===== config.mk =====
export PLATFORM = sky130hd
export DESIGN_NAME = serial_port_modem_handshake
export DESIGN_NICKNAME = d
export VERILOG_FILES = /design/src/rtl/serial_port_pkg.sv /design/src/rtl/char_link_if.sv /design/src/rtl/serial_port_modem_handshake.sv /design/src/rtl/char_serializer.sv
export SDC_FILE = /design/constraint.sdc
export NUM_CORES = 1
export LEC_CHECK = 0
export BUFFER_PORTS_ARGS = -buffer_cell sky130_fd_sc_hd__buf_4
export CORE_AREA = 2 2 107 109
export CTS_CLUSTER_SIZE = 20
export DETAILED_ROUTE_END_ITERATION = 8
export DIE_AREA = 0 0 109 111
export HOLD_SLACK_MARGIN = 0.03
export PLACE_DENSITY = 0.75
export SETUP_SLACK_MARGIN = 0.15
export SKIP_CTS_REPAIR_TIMING = 1
export SLEW_MARGIN = 30
export SYNTH_ARGS = -nofsm -noshare
export SYNTH_HDL_FRONTEND = slang
export SYNTH_SLANG_ARGS = --single-unit

===== constraint.sdc =====
create_clock -name clk_sys_in -period 1.95 [get_ports clk_sys_in]
set_clock_uncertainty 0.1 [all_clocks]
set_input_delay 0.195 -clock clk_sys_in [delete_from_list [all_inputs] [get_ports clk_sys_in]]
set_output_delay 0.195 -clock clk_sys_in [all_outputs]
set_load 0.03 [all_outputs]

===== src/rtl/serial_port_pkg.sv =====
// Shared constants and types for the serial port handshake block
package serial_port_pkg;
    localparam int CLK_HZ = 100_000_000;
    localparam int BAUD_RATE = 9600;
    localparam int BIT_CYCLES = CLK_HZ / BAUD_RATE;
    localparam int TURN_MAX_MS = 100;
    localparam int TURN_CYCLES = TURN_MAX_MS * (CLK_HZ / 1000);
    localparam int DATA_BITS = 8;
    localparam logic [3:0] FRAME_SHIFTS = 4'h9;
    localparam logic MARK = 1'b1;
    localparam logic SPACE = 1'b0;
    localparam logic [7:0] CHAR_ENQ = 8'h05;
    localparam logic [7:0] CHAR_ACK = 8'h06;
    localparam logic [7:0] CHAR_NAK = 8'h15;
    localparam logic [7:0] CHAR_CMD_PREFIX = 8'h5C;
    localparam logic [7:0] CHAR_CMD_END = 8'h0D;
    localparam logic LAST_OK_RESET = 1'b0;

    typedef enum logic [1:0] {
        ROLE_TERM_TALK = 2'b00,
        ROLE_TERM_LISTEN = 2'b01,
        ROLE_MODEM_TALK = 2'b10,
        ROLE_MODEM_LISTEN = 2'b11
    } role_e;

    typedef enum logic [1:0] {
        TALK_IDLE = 2'b00,
        TALK_WAIT_CLEAR = 2'b01,
        TALK_SEND = 2'b10,
        TALK_DRAIN = 2'b11
    } talk_state_e;

    typedef enum logic [1:0] {
        RX_IDLE = 2'b00,
        RX_START = 2'b01,
        RX_DATA = 2'b10,
        RX_STOP = 2'b11
    } rx_state_e;
endpackage


===== src/rtl/char_link_if.sv =====
// Character hand-off between the port control logic and the serializer
`timescale 1ns/1ps
`default_nettype none
interface char_link_if;
    logic valid;
    logic ready;
    logic [7:0] data;

    modport src (output valid, output data, input ready);
    modport ser (input valid, input data, output ready);
endinterface
`default_nettype wire


===== src/rtl/serial_port_modem_handshake.sv =====
// Serial port with terminal/modem handshake roles and monitor command channel
`timescale 1ns/1ps
`default_nettype none
module serial_port_modem_handshake #(
    parameter int BIT_CYCLES = serial_port_pkg::BIT_CYCLES,
    parameter int TURN_CYCLES = serial_port_pkg::TURN_CYCLES
) (
    // Clock and reset
    input wire logic clk_sys_in,
    input wire logic rst_b_in,
    // Configuration
    input wire serial_port_pkg::role_e role_in,
    input wire logic monitor_mode_in,
    input wire logic current_loop_mode_in,
    // Outgoing transfer
    input wire logic xfer_start_in,
    input wire logic tx_valid_in,
    input wire logic [7:0] tx_data_in,
    input wire logic tx_last_in,
    output logic tx_ready_out,
    // Incoming data
    output logic rx_valid_out,
    output logic [7:0] rx_data_out,
    // Monitor commands
    output logic cmd_valid_out,
    output logic [7:0] cmd_data_out,
    output logic cmd_end_out,
    input wire logic cmd_done_in,
    input wire logic cmd_ok_in,
    // Serial data pins
    output logic line_data_out,
    input wire logic line_data_in,
    // Modem control pins
    output logic rts_out,
    output logic dtr_out,
    input wire logic cts_in,
    input wire logic carrier_detect_in,
    output logic carrier_detect_out,
    input wire logic dtr_in,
    output logic dsr_out,
    input wire logic rts_in,
    output logic cts_out,
    output logic loop_select_out
);
    import serial_port_pkg::*;

    localparam int BITW = $clog2(BIT_CYCLES + 1);
    localparam int TURNW = $clog2(TURN_CYCLES + 1);

    function automatic logic period_end(input logic [BITW-1:0] cnt, input int limit);
        period_end = (cnt == BITW'(limit - 1));
    endfunction

    char_link_if link ();

    talk_state_e talk_state;
    rx_state_e rx_state;
    logic [BITW-1:0] rx_cyc;
    logic [2:0] rx_bit;
    logic [7:0] rx_shift;
    logic rx_done;
    logic [7:0] rx_char;
    logic [TURNW-1:0] turn_cnt;
    logic in_cmd;
    logic reply_pending;
    logic last_ok;

    logic talker_role;
    logic clear_to_go;
    logic rx_enable;
    logic user_accept;
    logic reply_send;
    logic drain_done;
    logic enq_seen;

    assign talker_role = (role_in == ROLE_TERM_TALK) || (role_in == ROLE_MODEM_TALK);

    always_comb begin
        case (role_in)
            ROLE_TERM_TALK: clear_to_go = cts_in;
            ROLE_MODEM_TALK: clear_to_go = dtr_in;
            default: clear_to_go = 1'b0;
        endcase
    end

    // Carrier gating only applies to the terminal listener; monitor link has no controls
    always_comb begin
        if (monitor_mode_in) begin
            rx_enable = 1'b1;
        end else begin
            case (role_in)
                ROLE_TERM_LISTEN: rx_enable = carrier_detect_in;
                ROLE_MODEM_LISTEN: rx_enable = 1'b1;
                default: rx_enable = 1'b0;
            endcase
        end
    end

    assign user_accept = tx_valid_in && tx_ready_out;
    assign reply_send = monitor_mode_in && reply_pending && link.ready && !user_accept;
    assign drain_done = (talk_state == TALK_DRAIN) && link.ready;
    assign link.valid = user_accept || reply_send;
    assign link.data = reply_send ? (last_ok ? CHAR_ACK : CHAR_NAK) : tx_data_in;
    assign enq_seen = monitor_mode_in && rx_done && !in_cmd && (rx_char == CHAR_ENQ);

    char_serializer #(.BIT_CYCLES(BIT_CYCLES)) u_serializer (
        .clk_sys_in(clk_sys_in),
        .rst_b_in(rst_b_in),
        .link(link),
        .line_out(line_data_out)
    );

    // Talker sequencing
    always_ff @(posedge clk_sys_in or negedge rst_b_in) begin
        if (!rst_b_in) begin
            talk_state <= TALK_IDLE;
        end else begin
            case (talk_state)
                TALK_IDLE: begin
                    if (xfer_start_in && talker_role && !monitor_mode_in) begin
                        talk_state <= TALK_WAIT_CLEAR;
                    end
                end
                TALK_WAIT_CLEAR: begin
                    if (clear_to_go) begin
                        talk_state <= TALK_SEND;
                    end
                end
                TALK_SEND: begin
                    if (user_accept && tx_last_in) begin
                        talk_state <= TALK_DRAIN;
                    end
                end
                TALK_DRAIN: begin
                    if (drain_done) begin
                        talk_state <= TALK_IDLE;
                    end
                end
                default: talk_state <= TALK_IDLE;
            endcase
        end
    end

    // Registered ready drops the cycle after a hand-off, while the serializer is busy
    always_ff @(posedge clk_sys_in or negedge rst_b_in) begin
        if (!rst_b_in) begin
            tx_ready_out <= 1'b0;
        end else begin
            tx_ready_out <= (talk_state == TALK_SEND) && clear_to_go && link.ready
                && !user_accept && !reply_send && !monitor_mode_in;
        end
    end

    // Terminal control lines
    always_ff @(posedge clk_sys_in or negedge rst_b_in) begin
        if (!rst_b_in) begin
            rts_out <= 1'b0;
            dtr_out <= 1'b0;
        end else if (talk_state == TALK_IDLE && xfer_start_in && !monitor_mode_in
                && role_in == ROLE_TERM_TALK) begin
            rts_out <= 1'b1;
            dtr_out <= 1'b1;
        end else if (drain_done) begin
            rts_out <= 1'b0;
            dtr_out <= 1'b0;
        end
    end

    // Modem carrier output
    always_ff @(posedge clk_sys_in or negedge rst_b_in) begin
        if (!rst_b_in) begin
            carrier_detect_out <= 1'b0;
        end else if (talk_state == TALK_IDLE && xfer_start_in && !monitor_mode_in
                && role_in == ROLE_MODEM_TALK) begin
            carrier_detect_out <= 1'b1;
        end else if (drain_done) begin
            carrier_detect_out <= 1'b0;
        end
    end

    // Data-set-ready returned from the partner's terminal-ready
    always_ff @(posedge clk_sys_in or negedge rst_b_in) begin
        if (!rst_b_in) begin
            dsr_out <= 1'b0;
        end else begin
            dsr_out <= role_in[1] && dtr_in;
        end
    end

    // Turnaround is the documented worst case; a shorter TURN_CYCLES is also legal
    always_ff @(posedge clk_sys_in or negedge rst_b_in) begin
        if (!rst_b_in) begin
            cts_out <= 1'b0;
            turn_cnt <= '0;
        end else if (role_in != ROLE_MODEM_LISTEN || monitor_mode_in || !rts_in) begin
            cts_out <= 1'b0;
            turn_cnt <= '0;
        end else if (turn_cnt == TURNW'(TURN_CYCLES - 1)) begin
            cts_out <= 1'b1;
        end else begin
            turn_cnt <= turn_cnt + 1'b1;
        end
    end

    // Interface selection only steers the line driver; framing logic is shared
    always_ff @(posedge clk_sys_in or negedge rst_b_in) begin
        if (!rst_b_in) begin
            loop_select_out <= 1'b0;
        end else begin
            loop_select_out <= current_loop_mode_in;
        end
    end

    // Receiver; losing the enable mid-character discards that character
    always_ff @(posedge clk_sys_in or negedge rst_b_in) begin
        if (!rst_b_in) begin
            rx_state <= RX_IDLE;
            rx_cyc <= '0;
            rx_bit <= 3'h0;
            rx_shift <= 8'h00;
            rx_done <= 1'b0;
            rx_char <= 8'h00;
        end else begin
            rx_done <= 1'b0;
            if (!rx_enable) begin
                rx_state <= RX_IDLE;
                rx_cyc <= '0;
            end else begin
                case (rx_state)
                    RX_IDLE: begin
                        rx_cyc <= '0;
                        if (line_data_in == SPACE) begin
                            rx_state <= RX_START;
                        end
                    end
                    RX_START: begin
                        if (period_end(rx_cyc, BIT_CYCLES / 2)) begin
                            rx_cyc <= '0;
                            rx_bit <= 3'h0;
                            rx_state <= (line_data_in == SPACE) ? RX_DATA : RX_IDLE;
                        end else begin
                            rx_cyc <= rx_cyc + 1'b1;
                        end
                    end
                    RX_DATA: begin
                        if (period_end(rx_cyc, BIT_CYCLES)) begin
                            rx_cyc <= '0;
                            rx_shift <= {line_data_in, rx_shift[7:1]};
                            rx_bit <= rx_bit + 3'h1;
                            if (rx_bit == 3'(DATA_BITS - 1)) begin
                                rx_state <= RX_STOP;
                            end
                        end else begin
                            rx_cyc <= rx_cyc + 1'b1;
                        end
                    end
                    RX_STOP: begin
                        if (period_end(rx_cyc, BIT_CYCLES)) begin
                            rx_cyc <= '0;
                            rx_state <= RX_IDLE;
                            rx_done <= (line_data_in == MARK);
                            rx_char <= rx_shift;
                        end else begin
                            rx_cyc <= rx_cyc + 1'b1;
                        end
                    end
                    default: rx_state <= RX_IDLE;
                endcase
            end
        end
    end

    // Data characters go to the user outside monitor mode
    always_ff @(posedge clk_sys_in or negedge rst_b_in) begin
        if (!rst_b_in) begin
            rx_valid_out <= 1'b0;
            rx_data_out <= 8'h00;
        end else begin
            rx_valid_out <= rx_done && !monitor_mode_in;
            if (rx_done && !monitor_mode_in) begin
                rx_data_out <= rx_char;
            end
        end
    end

    // Command characters stream out one per received character, so order is kept
    always_ff @(posedge clk_sys_in or negedge rst_b_in) begin
        if (!rst_b_in) begin
            in_cmd <= 1'b0;
            cmd_valid_out <= 1'b0;
            cmd_end_out <= 1'b0;
            cmd_data_out <= 8'h00;
        end else begin
            cmd_valid_out <= 1'b0;
            cmd_end_out <= 1'b0;
            if (!monitor_mode_in) begin
                in_cmd <= 1'b0;
            end else if (rx_done && in_cmd) begin
                if (rx_char == CHAR_CMD_END) begin
                    in_cmd <= 1'b0;
                    cmd_end_out <= 1'b1;
                end else begin
                    cmd_valid_out <= 1'b1;
                    cmd_data_out <= rx_char;
                end
            end else if (rx_done && rx_char == CHAR_CMD_PREFIX) begin
                in_cmd <= 1'b1;
            end
        end
    end

    // Local and remote completions share one outcome flag
    always_ff @(posedge clk_sys_in or negedge rst_b_in) begin
        if (!rst_b_in) begin
            last_ok <= LAST_OK_RESET;
        end else if (cmd_done_in) begin
            last_ok <= cmd_ok_in;
        end
    end

    // A new enquiry wins over the clear of one being answered
    always_ff @(posedge clk_sys_in or negedge rst_b_in) begin
        if (!rst_b_in) begin
            reply_pending <= 1'b0;
        end else begin
            reply_pending <= enq_seen || (reply_pending && !reply_send && monitor_mode_in);
        end
    end
endmodule
`default_nettype wire


===== src/rtl/char_serializer.sv =====
// Asynchronous character serializer: start bit, eight data bits LSB first, one stop bit
`timescale 1ns/1ps
`default_nettype none
module char_serializer #(
    parameter int BIT_CYCLES = serial_port_pkg::BIT_CYCLES
) (
    // Clock and reset
    input wire logic clk_sys_in,
    input wire logic rst_b_in,
    // Character source
    char_link_if.ser link,
    // Serial line
    output logic line_out
);
    import serial_port_pkg::*;

    logic active;
    logic [7:0] shreg;
    logic [3:0] shifts_left;
    logic [$clog2(BIT_CYCLES+1)-1:0] cyc;

    assign link.ready = !active;

    always_ff @(posedge clk_sys_in or negedge rst_b_in) begin
        if (!rst_b_in) begin
            active <= 1'b0;
            shreg <= 8'hFF;
            shifts_left <= 4'h0;
            cyc <= '0;
            line_out <= MARK;
        end else if (!active) begin
            line_out <= MARK;
            cyc <= '0;
            if (link.valid) begin
                active <= 1'b1;
                shreg <= link.data;
                shifts_left <= FRAME_SHIFTS;
                line_out <= SPACE;
            end
        end else if (cyc == ($bits(cyc))'(BIT_CYCLES - 1)) begin
            cyc <= '0;
            if (shifts_left == 4'h0) begin
                active <= 1'b0;
                line_out <= MARK;
            end else begin
                // Ones shift in behind the data so the last shift is the stop bit
                line_out <= shreg[0];
                shreg <= {MARK, shreg[7:1]};
                shifts_left <= shifts_left - 4'h1;
            end
        end else begin
            cyc <= cyc + 1'b1;
        end
    end
endmodule
`default_nettype wire


Yosys cells after proc, flatten, opt, wreduce, memory -nomap -nowiden
Index checks and enable logic that the tools add are counted.
{ "word_totals": {"reg_bits": 118, "input_bits": 24, "out_inout_bits": 27, "word_cells": 185} }
{ "op_classes": {"add_sub_neg": 5, "n_eq_ne": 34, "n_mux": 63, "bitwise": 1, "n_reduce_logical": 55} }
{ "ops": {"columns": ["operator", "n"], "rows": [
  ["$mux 14", 5],
  ["$mux 24", 2],
  ["$pmux 14 s3", 1],
  ["$mux 8", 5],
  ["$add 14x1->14 const B", 2],
  ["$eq 14x14->1 const B", 2],
  ["$mux 1", 27],
  ["$logic_and 1x1->1", 26],
  ["$add 24x1->24 const B", 1],
  ["$eq 24x24->1 const B", 1],
  ["$mux 2", 11],
  ["$ne 2x2->1 const B", 10],
  ["$mux 4", 4],
  ["$pmux 2 s4", 2],
  ["$ne 3x3->1 const B", 5],
  ["$eq 14x13->1 const B", 1],
  ["$eq 2x2->1 const B", 6],
  ["$reduce_and 3->1", 4],
  ["$reduce_bool 2->1", 5],
  ["$eq 8x3->1 const B", 1],
  ["$eq 8x4->1 const B", 1],
  ["$eq 8x7->1 const B", 1],
  ["$reduce_and 4->1", 2],
  ["$eq 2x1->1 const B", 3],
  ["17 further kinds", 30]
]} }

Longest topological paths before layout
Gate-level depths: netlist of run 1.
{ "depth": {"ltp_word": 7, "mapped_depth": 8, "ltp_nobuf": 7} }

Modules after synthesis
A second synthesis of run 1 with hierarchy kept.
{ "hier_totals": {"hier_cells": 534, "hier_area_um2": 5824.3} }
{ "by_module_without_submodules": {"columns": ["module", "instances", "cells_each", "area_per_inst_um2", "seq_area_each_um2"], "rows": [
  ["serial_port_modem_handshake", 1, 403, 4361.7, 2252.2],
  ["char_serializer", 1, 131, 1462.7, 711.9]
]} }

Worst setup path after synthesis of run 1
No wires, ideal clock.
{ "synth_path": {"kind": "register -> register", "start": "register rx_cyc[0]", "end": "register rx_state[1]", "setup_ns": 0.077, "t_arrival_ns": 1.857, "required_time_ns": 1.773, "path_slack_ns": -0.084, "stages_incl_launch_ff": 7, "path_buffers": 0, "synth_period_minus_slack_ns": 2.034, "path_cell_list": "dfrtp_1 ha_1 and3_4 nand4_4 a2111o_1 or4_1 a21oi_1"} }
{ "synth_via": {"elab_chain_len": 3, "word_cells_on_any_way": 6, "classes_between": "eq/ne (5); reduce/logical (1)"} }
{ "synth_lines": {"columns": ["item", "line_no", "rtl"], "rows": [
  ["from (decl)", "serial_port_modem_handshake.sv:58", "logic [BITW-1:0] rx_cyc;"],
  ["from (signal assigned)", "serial_port_modem_handshake.sv:242", "rx_cyc <= rx_cyc + 1'b1;"],
  ["from (signal assigned)", "serial_port_modem_handshake.sv:254", "rx_cyc <= rx_cyc + 1'b1;"],
  ["from (signal assigned)", "serial_port_modem_handshake.sv:264", "rx_cyc <= rx_cyc + 1'b1;"],
  ["$eq 14x14->1 or $eq 14x13->1 (tied branches)", "serial_port_modem_handshake.sv:51", "period_end = (cnt == BITW'(limit - 1));"],
  ["$ne 3x3->1 (no source line)", null, null],
  ["$reduce_and 5->1 (no source line) *", null, null],
  ["to (signal assigned)", "serial_port_modem_handshake.sv:240", "rx_state <= (line_data_in == SPACE) ? RX_DATA : RX_IDLE;"],
  ["to (decl)", "serial_port_modem_handshake.sv:57", "rx_state_e rx_state;"]
]} }
Mark *: on every way between the ends. The rest lies on a longest branch, timed or not.
A chain may end at the register's enable or synchronous reset.

Worst setup path in the final report of run 1
{ "layout_path": {"start": "register rx_bit[0]", "end": "register rx_state[1]"} }
{ "layout_via": {"elab_chain_len": 3} }
{ "layout_lines": {"columns": ["item", "line_no", "rtl"], "rows": [
  ["from (decl)", "serial_port_modem_handshake.sv:59", "logic [2:0] rx_bit;"],
  ["from (signal assigned)", "serial_port_modem_handshake.sv:249", "rx_bit <= rx_bit + 3'h1;"],
  ["$eq 3x3->1", "serial_port_modem_handshake.sv:250", "if (rx_bit == 3'(DATA_BITS - 1)) begin"],
  ["$ne 3x3->1 (no source line)", null, null],
  ["$reduce_and 5->1 (no source line)", null, null]
]} }
No other way between the ends.

==> results.md, run 1 <==
- Layout Area Growth over Synthesis: 39.28%
- Status: finished with violations
- Worst r2r dst: rx_state[1]
- Reg2reg setup slack: -0.18 ns
- Residual DRC: 0
- Hold Path Sink: rx_shift[7]
- LEAKAGE: 3.692 nW
- H-tree depth: 4
- Worst Reg2Reg Path Length in Cells: 8
- Max VDD drop: 0.0007818 V
- Final core utilization: 72.21%
- CP Capture Type: register
- Cell area power density: 956.9 nW/um^2
- Yosys top cell area share: between 40% and 50%
- Most frequent cells in the layout: 112 x buf_4, 101 x dfrtp_1, 55 x nor2_1, 39 x nand2_1
- Area post-placement: 6659 sq um
- Min-Delay Path Depth: 2
- Startpoint Class: register
- Gate Count Post-Synth: 537
- Count of different cell masters after synthesis: 63
- Num CTS Buffers: 17
- # setup viols final: 6
- Sequential element share of the synthesized area: 51.61%
- Share of cells above drive strength 1: 39.86%
- Row cnt: 39
- Synth async-reset ratio: between 90% and 100%
- Starting Density: 51.85%
- Die area: 12,100 sq um
- Grt ovf: 0
- Pin count of the biggest net entering global routing: 40
- Core area: 11,080 sq um
- Post-Syn Nets: 579
- I/O pins: 51
- Critical path arrival: 2.33 ns
- Die Width: 109 microns
- Area contributors post-synth: dfrtp_1 47%, mux2_2 7.1%, dfstp_2 4.1%
- FF+latch count, synth: 118
- CTS clk-pin slew, worst paths: 0.06 ns
- Crit share post-route: 109.3%
- Via count: 4,732
- Min cycle time layout: between 2 and 2.5 ns
- Max Root-Sink Buffers: 2
- Root buf cell: clkbuf_16
- Hold slack: -0.06059 ns
- Pin slew with the least headroom to its limit: 0.4454 ns
- Max Fclk: 0.4692 GHz
- Nets: roughly 720
- HPWL Detailed: 8.679 mm
- CP Data Required Time: 2.15 ns
- Number of port buffers: 50
- Number of flops mapped to enable cells by yosys: 0
- Initial antenna violation count: 0
- Yosys warning count: 0
- Yosys top cell by area: dfrtp_1
- Wire per inst: 17.44 microns
- Design Area, Final: 7999 sq um
- Via density: 5.647
- Final WS setup: -0.1813 ns
- First-pass GRT wire length: 20.81 mm
- Mapped cell area: 5743 sq um
- Slew headroom: 70.31%
- Final GP Congestion: 0.8471
- Global router's overall resource usage: roughly 22%
- Worst r2r src: rx_bit[0]
- DRT antenna net count: 0
- Initial DRC Count: between 200 and 250
- RSZ-0062 raised after global routing: true
- Main synth FF type: dfrtp_1
- CTS tree: built
- Die H: between 100 and 150 microns
- Commonest non-fill, non-tap cell in the layout: buf_4
- Vias in the first global route: 4,551
- Final hold violations: 2
- Tightest Hold Check Type: in2reg
- CP Class: reg2reg
- Setup TNS: -0.5203 ns
- Crit-path max FO: 2
- Drt pass-1 iters: 4
- Routed WL: approximately 15 mm
- HP Start: line_data_in
- Failing checks: hold timing, setup timing
- Inserted Diodes: 0
- Synth Area per Inst: 10.69 sq um
- Clock sink count: between 100 and 150
- Final Slew Violations: 0
- Clk Latency, worst-skew pair: 0.42 ns
- Max_cap viols: 0
## registers in the layout, indices dropped and copies added (netlist names), 2 cells and up
name	flops
cmd_data_out	8
rx_bit	3
rx_char	8
rx_cyc	14
rx_data_out	8
rx_shift	8
rx_state	2
talk_state	2
turn_cnt	24
u_serializer.cyc	14
u_serializer.shifts_left	4
u_serializer.shreg	8
## cell usage after synthesis, types with 5 or more instances
cell        n
inv_1      17
nor4_1      5
mux2i_1     6
nand2_1    43
xnor2_1    20
nor2_1     61
a21oi_1    17
clkbuf_1   12
ha_1       18
dfstp_2     9
and2_1      6
o21ai_0    20
xor2_1     17
dfrtp_1   109
mux2_2     36
and3_1      9
nor3_1     17
nand3_1    21
or3_1      11
a22oi_1     5
nand4_1    10
## worst max-delay path, stage by stage (launching register included)
cell      delay, ns
dfrtp_1        0.37
ha_1           0.16
ha_1           0.15
nor3b_4        0.19
a41oi_1        0.14
a2111o_1       0.38
buf_4          0.16
o21ai_0        0.26
a21oi_2        0.09
## per-layer routing
layer	up-vias	wire [microns]	GRT usage [%]
met3	31	551	6.114
met2	101	7865	36.81
met1	2403	5877	26.87
met4	0	321	7.179
li1	2197	-	-
met5	-	0	0
## power breakdown
| part | switching, mW | total [mW] | internal [mW] |
|---|---|---|---|
| clock | 1.19 | 2.93 | 1.74 |
| sequential | 0.205 | 2.92 | 2.71 |
| combinational | 0.946 | 1.81 | 0.861 |
## how the worst max path moves through the flow
stage / to / slack, ns / startpoint
floorplan: rx_state[1] / -0.03 / rx_cyc[6]
global placement: rx_state[1] / -0.09 / rx_bit[0]
detailed placement: rx_state[1] / -0.16 / rx_bit[0]
CTS: rx_state[1] / -0.15 / rx_bit[0]
global route: rx_state[1] / -0.30 / rx_bit[0]
finish: rx_state[1] / -0.18 / rx_bit[0]
## final cells by class
| cell class | count | area [sq um] |
|---|---|---|
| Inverter | 17 | 63.81 |
| Tap cell | 143 | 178.9 |
| Multi-Input combinational cell | 386 | 3045 |
| Timing Repair Buffer | 142 | 1177 |
| Clock inverter | 12 | 92.59 |
| Clock buffer | 20 | 466.7 |
| Fill cell | 688 | 3078 |
| Sequential cell | 118 | 2974 |
## stage by stage
| stage | cells | hold slack (ns) | worst slack [ns] | total power [mW] |
|---|---|---|---|---|
| after floorplan | 537 | -0.2006 | -0.02604 | 3.806 |
| after global placement | 763 | 0.03249 | -0.09335 | 4.240 |
| after detailed placement | 763 | 0.03391 | -0.1550 | 4.318 |
| after CTS | 795 | -0.4084 | -0.1520 | 7.246 |
| after global routing | 838 | -0.06281 | -0.2961 | 7.953 |
| final | 838 | -0.06059 | -0.1813 | 7.654 |
## cell families after synthesis
logic type / after synthesis / synth area share, %
adder cells (fa/ha/maj): 18 / 3.922
flip-flops: 118 / 51.61
multiplexers: 42 / 8.105
buffers and inverters: 33 / 2.396
AO/OA/AOI/OAI: 69 / 7.800
XOR/XNOR: 37 / 5.643
AND/OR/NAND/NOR: 220 / 20.52
Note: power is estimated with default switching activity, not from simulation.
==> inputs of run 2 (changes only) <==
CAP_MARGIN = 10   (was not set)
CORE_AREA = 2 2 106 108   (was 2 2 107 109)
DIE_AREA = 0 0 108 110   (was 0 0 109 111)
PLACE_DENSITY = 0.73   (was 0.75)
SKIP_CTS_REPAIR_TIMING = not set   (was 1)
clock period = 2.1 ns   (was 1.95 ns; I/O delays follow)
==> run 2 against run 1 <==
Sequential cell count unchanged; hold slack improved by 0.11 ns; utilization decreased by 1.6 points; highest routed layer unchanged; critical path depth decreased by 3; the run now ends clean.
==> results.md, run 2 (synthesis results as in run 1) <==
- Final cell count without fillers: 810 (-3.3%)
- Crit share post-route: 99.00% (-10 points)
- Max Root-Sink Buffers: 2 (unchanged)
- Die area: 11,880 sq um (-1.8%)
- Min cycle time layout: 2.079 ns (-0.05232 ns)
- # setup viols final: 0 (-6)
- Commonest non-fill, non-tap cell in the layout: dfrtp_1
- CTS tree: built
- Worst r2r dst: rx_state[1]
- Root buf cell: clkbuf_8
- Num CTS Buffers: 17 (unchanged)
- First-pass GRT wire length: 21.09 mm (+1.3%)
- Pin slew with the least headroom to its limit: 0.5426 ns (+0.09719 ns)
- Drt pass-1 iters: 4 (unchanged)
- Reg2reg setup slack: 0.02 ns (+0.20 ns)
- Nets: 699 (-3.5%)
- Die Width: 108 microns (-0.92%)
- Global router's overall resource usage: 22.84% (+0.97 points)
- Final Slew Violations: 0 (unchanged)
- Max VDD drop: 0.0008576 V (+9.7%)
- I/O pins: 51 (unchanged)
- CP Class: reg2reg
- Max incr delay on CP: 0.48 ns (+0.10 ns)
- Most frequent cells in the layout: 108 x dfrtp_1, 89 x buf_4, 60 x nor2_1, 40 x nand2_1, 35 x mux2_2
- Hold Path Sink: u_serializer.shreg[0]
- Cell area power density: 937.8 nW/um^2 (-2.0%)
- Slew headroom: 63.49% (-6.8 points)
- Top Registers: turn_cnt x24, rx_cyc x14, u_serializer.cyc x14
- Largest register FFs: 24 (unchanged)
- Residual DRC: 0 (unchanged)
- Routed WL: 13.14 mm (-10%)
- Inserted Diodes: 0 (unchanged)
- HP Start: tx_data_in[0]
- CTS clk-pin slew, worst paths: 0.06 ns (about the same)
- Core area: 10,700 sq um (-3.4%)
- Die H: 110 microns (-0.90%)
- Grt ovf: 0 (unchanged)
- Wire per inst: 16.22 microns (-7.0%)
- Min-Delay Path Depth: 4 (+2)
- Placed Cells: 737 (-3.4%)
- Worst r2r src: rx_cyc[5]
- Vias in the first global route: 4,504 (-1.0%)
- Initial antenna violation count: 0 (unchanged)
- Startpoint Class: register
- Via density: 5.559 (-1.5%)
- Starting Density: 53.68% (+1.8 points)
- Clock sink count: 118 (unchanged)
- Biggest register: turn_cnt
- LEAKAGE: 3.415 nW (-7.5%)
- Number of port buffers: 50 (unchanged)
- Clk Latency, worst-skew pair: 0.52 ns (+0.10 ns)
- Multi-input logic area: 2779 sq um (-8.8%)
- Crit-path cells: nor4b_4 -> a41oi_4 -> a2111o_1 -> or4_4 -> a21oi_2
- Critical Path Slowest Stage Cell: dfrtp_1
- H-tree depth: 4 (unchanged)
- Final-layout fill cell count: 743 (+8.0%)
- Status: finished clean
- Critical path arrival: 2.43 ns (+0.10 ns)
- Pin count of the biggest net entering global routing: 67 (+68%)
- Share of cells above drive strength 1: 30.75% (-9.1 points)
- Max_cap viols: 0 (unchanged)
- RSZ-0062 raised after global routing: true
- Flip-flop and latch area: 2965 sq um (-0.29%)
- Max Fclk: 0.4810 GHz (+2.5%)
- CP Capture Type: register
- Final hold violations: 0 (-2)
- CP Data Required Time: 2.45 ns (+0.30 ns)
- Crit-path max FO: 5 (+3)
- DRT antenna net count: 0 (unchanged)
- HPWL Detailed: 8.090 mm (-6.8%)
- Layout Area Growth over Synthesis: 31.55%
- CP startpoint: rx_cyc[5]
- Tightest Hold Check Type: in2reg
- Final core utilization: 70.62% (-1.6 points)
- Worst Reg2Reg Path Length in Cells: 5 (-3)
- Via count: 4,503 (-4.8%)
- Initial DRC Count: 186 (-25%)
- Row cnt: 38 (-2.6%)
- Final GP Congestion: 0.8632 (+1.9%)
run 2: changes by cell type in the layout (fill, tap and decap cells not counted), moves of 5 or more:
cell           delta
dfrtp_2           -7
o21ai_0           +5
mux2_4           -18
nor2_1            +5
mux2_2           +18
dfrtp_1           +7
buf_4            -23
buf_6            -10
dlygate4sd3_1     +7
run 2: report_power, final:
part	switching, mW	internal (mW)	leakage [nW]
clock	1.02	1.88	0.274
sequential	0.190	2.52	1.59
combinational	0.789	0.693	1.55
total	2.00	5.09	3.42
run 2: cell type report:
cell class | instances | share of cell area, %
Sequential cell | 118 | 39.25
Inverter | 17 | 0.8447
Clock buffer | 22 | 5.995
Clock inverter | 10 | 1.921
Timing Repair Buffer | 117 | 12.89
Multi-Input combinational cell | 386 | 36.78
Tap cell | 140 | 2.319
run 2: how the worst max path moves through the flow:
stage	endpoint	slack, ns	cells after the start
5_1_grt	rx_state[1]	-0.04	6
6_report	rx_state[1]	0.02	5
4_1_cts	rx_state[1]	0.01	5
3_3_place_gp	rx_state[1]	0.04	7
2_1_floorplan	rx_state[1]	0.12	5
3_5_place_dp	rx_state[1]	-0.007	7
run 2: routing by layer:
metal / routed length (microns) / part of all wire, % / GRT usage (%)
met5: 0 / 0 / 0
met4: 278 / 2.1 / 8.883
met3: 400 / 3.0 / 5.703
met2: 6956 / 53 / 40.30
met1: 5504 / 42 / 26.96
run 2: stage by stage:
stage | area, sq um | hold slack (ns) | setup WS, ns | setup TNS [ns] | total power, mW
after global routing | 7555 | 0.04865 | -0.03600 | -0.09409 | 7.390
after floorplan | 5746 | -0.1856 | 0.1239 | 0 | 3.509
final | 7555 | 0.04505 | 0.02106 | 0 | 7.085
after global placement | 6442 | -0.04150 | 0.03530 | 0 | 3.869
after CTS | 7371 | 0.03081 | 0.01262 | 0 | 7.013
after detailed placement | 6442 | -0.03752 | -0.007236 | -0.007236 | 3.942
run 2: repair_timing:
| item | CTS | global route |
|---|---|---|
| setup endpoints to repair | 24 | 61 |
| gates resized for setup | 11 | 24 |
| gates cloned | 0 | 2 |
| endpoints found under the hold margin | 139 | 0 |
| buffers inserted | 7 | 10 |
| hold buffers | 22 | 0 |
| pin swaps | 5 | 9 |
run 2: critical path, delay by kind of cell (launching register included):
kind,cells,cell delay [ns]
compound gates,3,0.71
simple gates,2,0.73
flops,1,0.48
==> inputs of run 3 (changes only) <==
PLACE_DENSITY = 0.74   (was 0.73)
REMOVE_ABC_BUFFERS = 1   (was not set)
SETUP_SLACK_MARGIN = 0.3   (was 0.15)
SYNTH_HIERARCHICAL = 1   (was not set)
==> run 3 against run 2 <==
The flow now finishes with violations (setup timing); first-iteration DRC count rose by 13%; utilization grew 2.9 points; wire length grew 2.9%; sequential share of layout area down 1.5 points; critical endpoint unchanged.
==> results.md, run 3 <==
- Core area: 10,700 sq um (unchanged)
- Yosys warning count: 6 (+6)
- CTS clk-pin slew, worst paths: 0.06 ns (about the same)
- I/O pins: 51 (unchanged)
- Nets: 706 (+1.0%)
- HPWL Detailed: 7.995 mm (-1.2%)
- Sequential power share: 39.1% (+0.9 points)
- Routed WL: 13.52 mm (+2.9%)
- Pwr Total: 7.090 mW (about the same)
- Max_cap viols: 0 (unchanged)
- Pin slew with the least headroom to its limit: 0.5113 ns (-0.03135 ns)
- Startpoint Class: register
- Sequential element share of the synthesized area: 50.89% (-0.72 points)
- Grt ovf: 0 (unchanged)
- Inserted Diodes: 0 (unchanged)
- HP Start: tx_data_in[5]
- LEAKAGE: 3.627 nW (+6.2%)
- Initial antenna violation count: 0 (unchanged)
- Pint: 5.036 mW (-0.98%)
- Hold slack: 0.05736 ns (+0.01230 ns)
- Max VDD drop: 0.0007710 V (-10%)
- Max Fclk: 0.4670 GHz (-2.9%)
- Crit-path max FO: 3 (-2)
- Wire per inst: 16.57 microns (+2.2%)
- Clk Latency, worst-skew pair: 0.53 ns (about the same)
- Switching pwr: 2.054 mW (+2.8%)
- Root buf cell: clkbuf_8
- Number of flops mapped to enable cells by yosys: 0 (unchanged)
- CP Data Required Time: 2.46 ns (about the same)
- Min cycle time layout: 2.142 ns (+0.06259 ns)
- Synth cell count leaders: 109 x dfrtp_1, 58 x nor2_1, 45 x mux2_2
- Most frequent cell after synthesis: dfrtp_1
- Final GP Congestion: 0.8484 (-1.7%)
- CTS tree: built
- # setup viols final: 1 (+1)
- Synth async-reset ratio: 100.0% (unchanged)
- Cell area power density: 900.9 nW/um^2 (-3.9%)
- DRT antenna net count: 0 (unchanged)
- RSZ-0062 raised after global routing: true
- Post-synthesis adder-cell area fraction: 4.082% (+0.16 points)
- Final WS setup: -0.04153 ns (-0.06259 ns)
- Crit share post-route: 102.0% (+3.0 points)
- Num CTS Buffers: 17 (unchanged)
- Most frequent cells in the layout: 105 x dfrtp_1, 101 x buf_4, 55 x nor2_1, 33 x mux2_2, 30 x nand2_1
- Tightest Hold Check Type: in2reg
- Yosys top cell area share: 46.83% (-0.66 points)
- CP Class: reg2reg
- Compound-Gate Fraction of Synth Area: 6.874% (-0.93 points)
- Final hold violations: 0 (unchanged)
- Main synth FF type: dfrtp_1
- Initial DRC Count: 210 (+13%)
- Top Registers: turn_cnt x24, rx_cyc x14, u_serializer/cyc x14
- Failing checks: setup timing
- Post-synthesis xor/xnor area fraction: 5.564% (-0.079 points)
- Clock sink count: 118 (unchanged)
- Biggest register: turn_cnt
- CP Capture Type: register
- Design Area, Final: 7870 sq um (+4.2%)
- Gate Count Post-Synth: 534 (-0.56%)
- CP startpoint: rx_bit[1]
- FF+latch count, synth: 118 (unchanged)
- Via count: 4,588 (+1.9%)
- Count of different cell masters after synthesis: 65 (+3.2%)
- Via density: 5.623 (+1.1%)
- Commonest non-fill, non-tap cell in the layout: dfrtp_1
- Max Root-Sink Buffers: 2 (unchanged)
- Global router's overall resource usage: 22.87% (+0.025 points)
- Status: finished with violations
- Final Slew Violations: 0 (unchanged)
- Pin count of the biggest net entering global routing: 56 (-16%)
- Largest register FFs: 24 (unchanged)
- Worst r2r src: rx_bit[1]
- Starting Density: 54.44% (+0.76 points)
- H-tree depth: 4 (unchanged)
- Residual DRC: 0 (unchanged)
- Reg2reg setup slack: -0.04 ns (-0.06 ns)
- Share of cells above drive strength 1: 39.20% (+8.5 points)
- First-pass GRT wire length: 21.08 mm (about the same)
- Mapped cell area: 5824 sq um (+1.4%)
- Die area: 11,880 sq um (unchanged)
- Final core utilization: 73.57% (+2.9 points)
- Synth Area per Inst: 10.91 sq um (+2.0%)
- Area post-placement: 6519 sq um (+1.2%)
- Number of port buffers: 50 (unchanged)
- Die Width: 108 microns (unchanged)
- Clock power frac: 39.7% (-1.2 points)
- Layout Area Growth over Synthesis: 35.12%
- Die H: 110 microns (unchanged)
- Mux contribution to synthesized area: 9.216% (+1.1 points)
- Row cnt: 38 (unchanged)
- Slew headroom: 65.92% (+2.4 points)
- Critical path arrival: 2.50 ns (+0.07 ns)
- Yosys top cell by area: dfrtp_1
- Vias in the first global route: 4,520 (+0.36%)
- Largest family of logic cells by synthesized area: simple AND/OR/NAND/NOR gates
- Drt pass-1 iters: 5 (+1)
- Sw frac: 28.97% (+0.76 points)
- Combinational power share: 21.2% (+0.3 points)
- Post-Synth Simple-Gate Area: 20.47% (-0.050 points)
- Area contributors post-synth: dfrtp_1 47%, mux2_2 8.7%, ha_1 4.1%
==> run 3: cell count changes in the layout (fill, tap and decap cells not counted), moves of 6 or more <==
cell | previous run | this run
mux2_4 | 1 | 12
dlygate4sd3_1 | 22 | 15
buf_4 | 89 | 101
buf_6 | 3 | 9
o21ai_0 | 19 | 9
nand2_1 | 40 | 30
a21oi_2 | 1 | 7
xnor2_1 | 20 | 12
a21oi_1 | 16 | 7
xor2_1 | 17 | 25
nor3_1 | 16 | 8
==> run 3: kinds of logic after synthesis <==
logic type      Yosys count
xor+xnor                 37
compound gates           59
fa+ha+maj                19
mux                      48
simple gates            213
buf+inv                  40
flops                   118
==> run 3: final timing paths <==
path | end | cells after the start
max | rx_state[1] | 7
min in group asynchronous | last_ok | 2
max reg2reg | rx_state[1] | 7
min | u_serializer/shreg[5] | 4
max in group asynchronous | turn_cnt[9] | 3
min reg2reg | rx_data_out[1] | 2
==> run 3: worst max-delay path, cell delays in order (launching register included) <==
cell and delay [ns]:
dfrtp_1 0.37, ha_1 0.15, ha_1 0.13, nor3b_2 0.16, a41oi_1 0.14, a2111o_1 0.44, or4_4 0.44, a21oi_2 0.14
==> run 3: power by group through the flow <==
stage / Sequential [mW] / Combinational (mW) / Clock [mW]
floorplan: 2.82 / 0.701 / 0
global placement: 2.77 / 1.12 / 0
detailed placement: 2.79 / 1.16 / 0
CTS: 2.75 / 1.29 / 2.84
global route: 2.80 / 1.65 / 2.95
finish: 2.77 / 1.51 / 2.81
==> run 3: layout make-up <==
class                           count  area, sq um
Multi-Input combinational cell    377         3029
Clock buffer                       19        431.7
Fill cell                         694         2828
Clock inverter                     13        147.6
Sequential cell                   118         2969
Timing Repair Buffer              127         1035
Inverter                           22        82.58
Tap cell                          140        175.2
==> run 3: through the flow <==
step / setup WS, ns / instances / setup TNS [ns]
final: -0.04153 / 816 / -0.04153
after global routing: -0.1057 / 816 / -0.7455
after CTS: -0.01932 / 792 / -0.01932
after detailed placement: 0.02128 / 735 / 0
after global placement: 0.05309 / 735 / 0
after floorplan: -0.1792 / 516 / -2.731
==> run 3: metal layers <==
layer | wire [microns] | track usage (%) | vias to the layer above
li1 | - | - | 2163
met3 | 496 | 6.114 | 19
met4 | 221 | 7.692 | 0
met2 | 7163 | 39.62 | 89
met1 | 5642 | 27.87 | 2317
met5 | 0 | 0 | -
==> run 3: repair_timing <==
action                                  4_1_cts  5_1_grt
cloned                                        2        1
gates resized for setup                      30       60
hold buffers                                 15        0
endpoints found under the hold margin       128        0
pin swaps                                    10       27
buffers inserted                              8       23
endpoints found under the setup margin       65       72
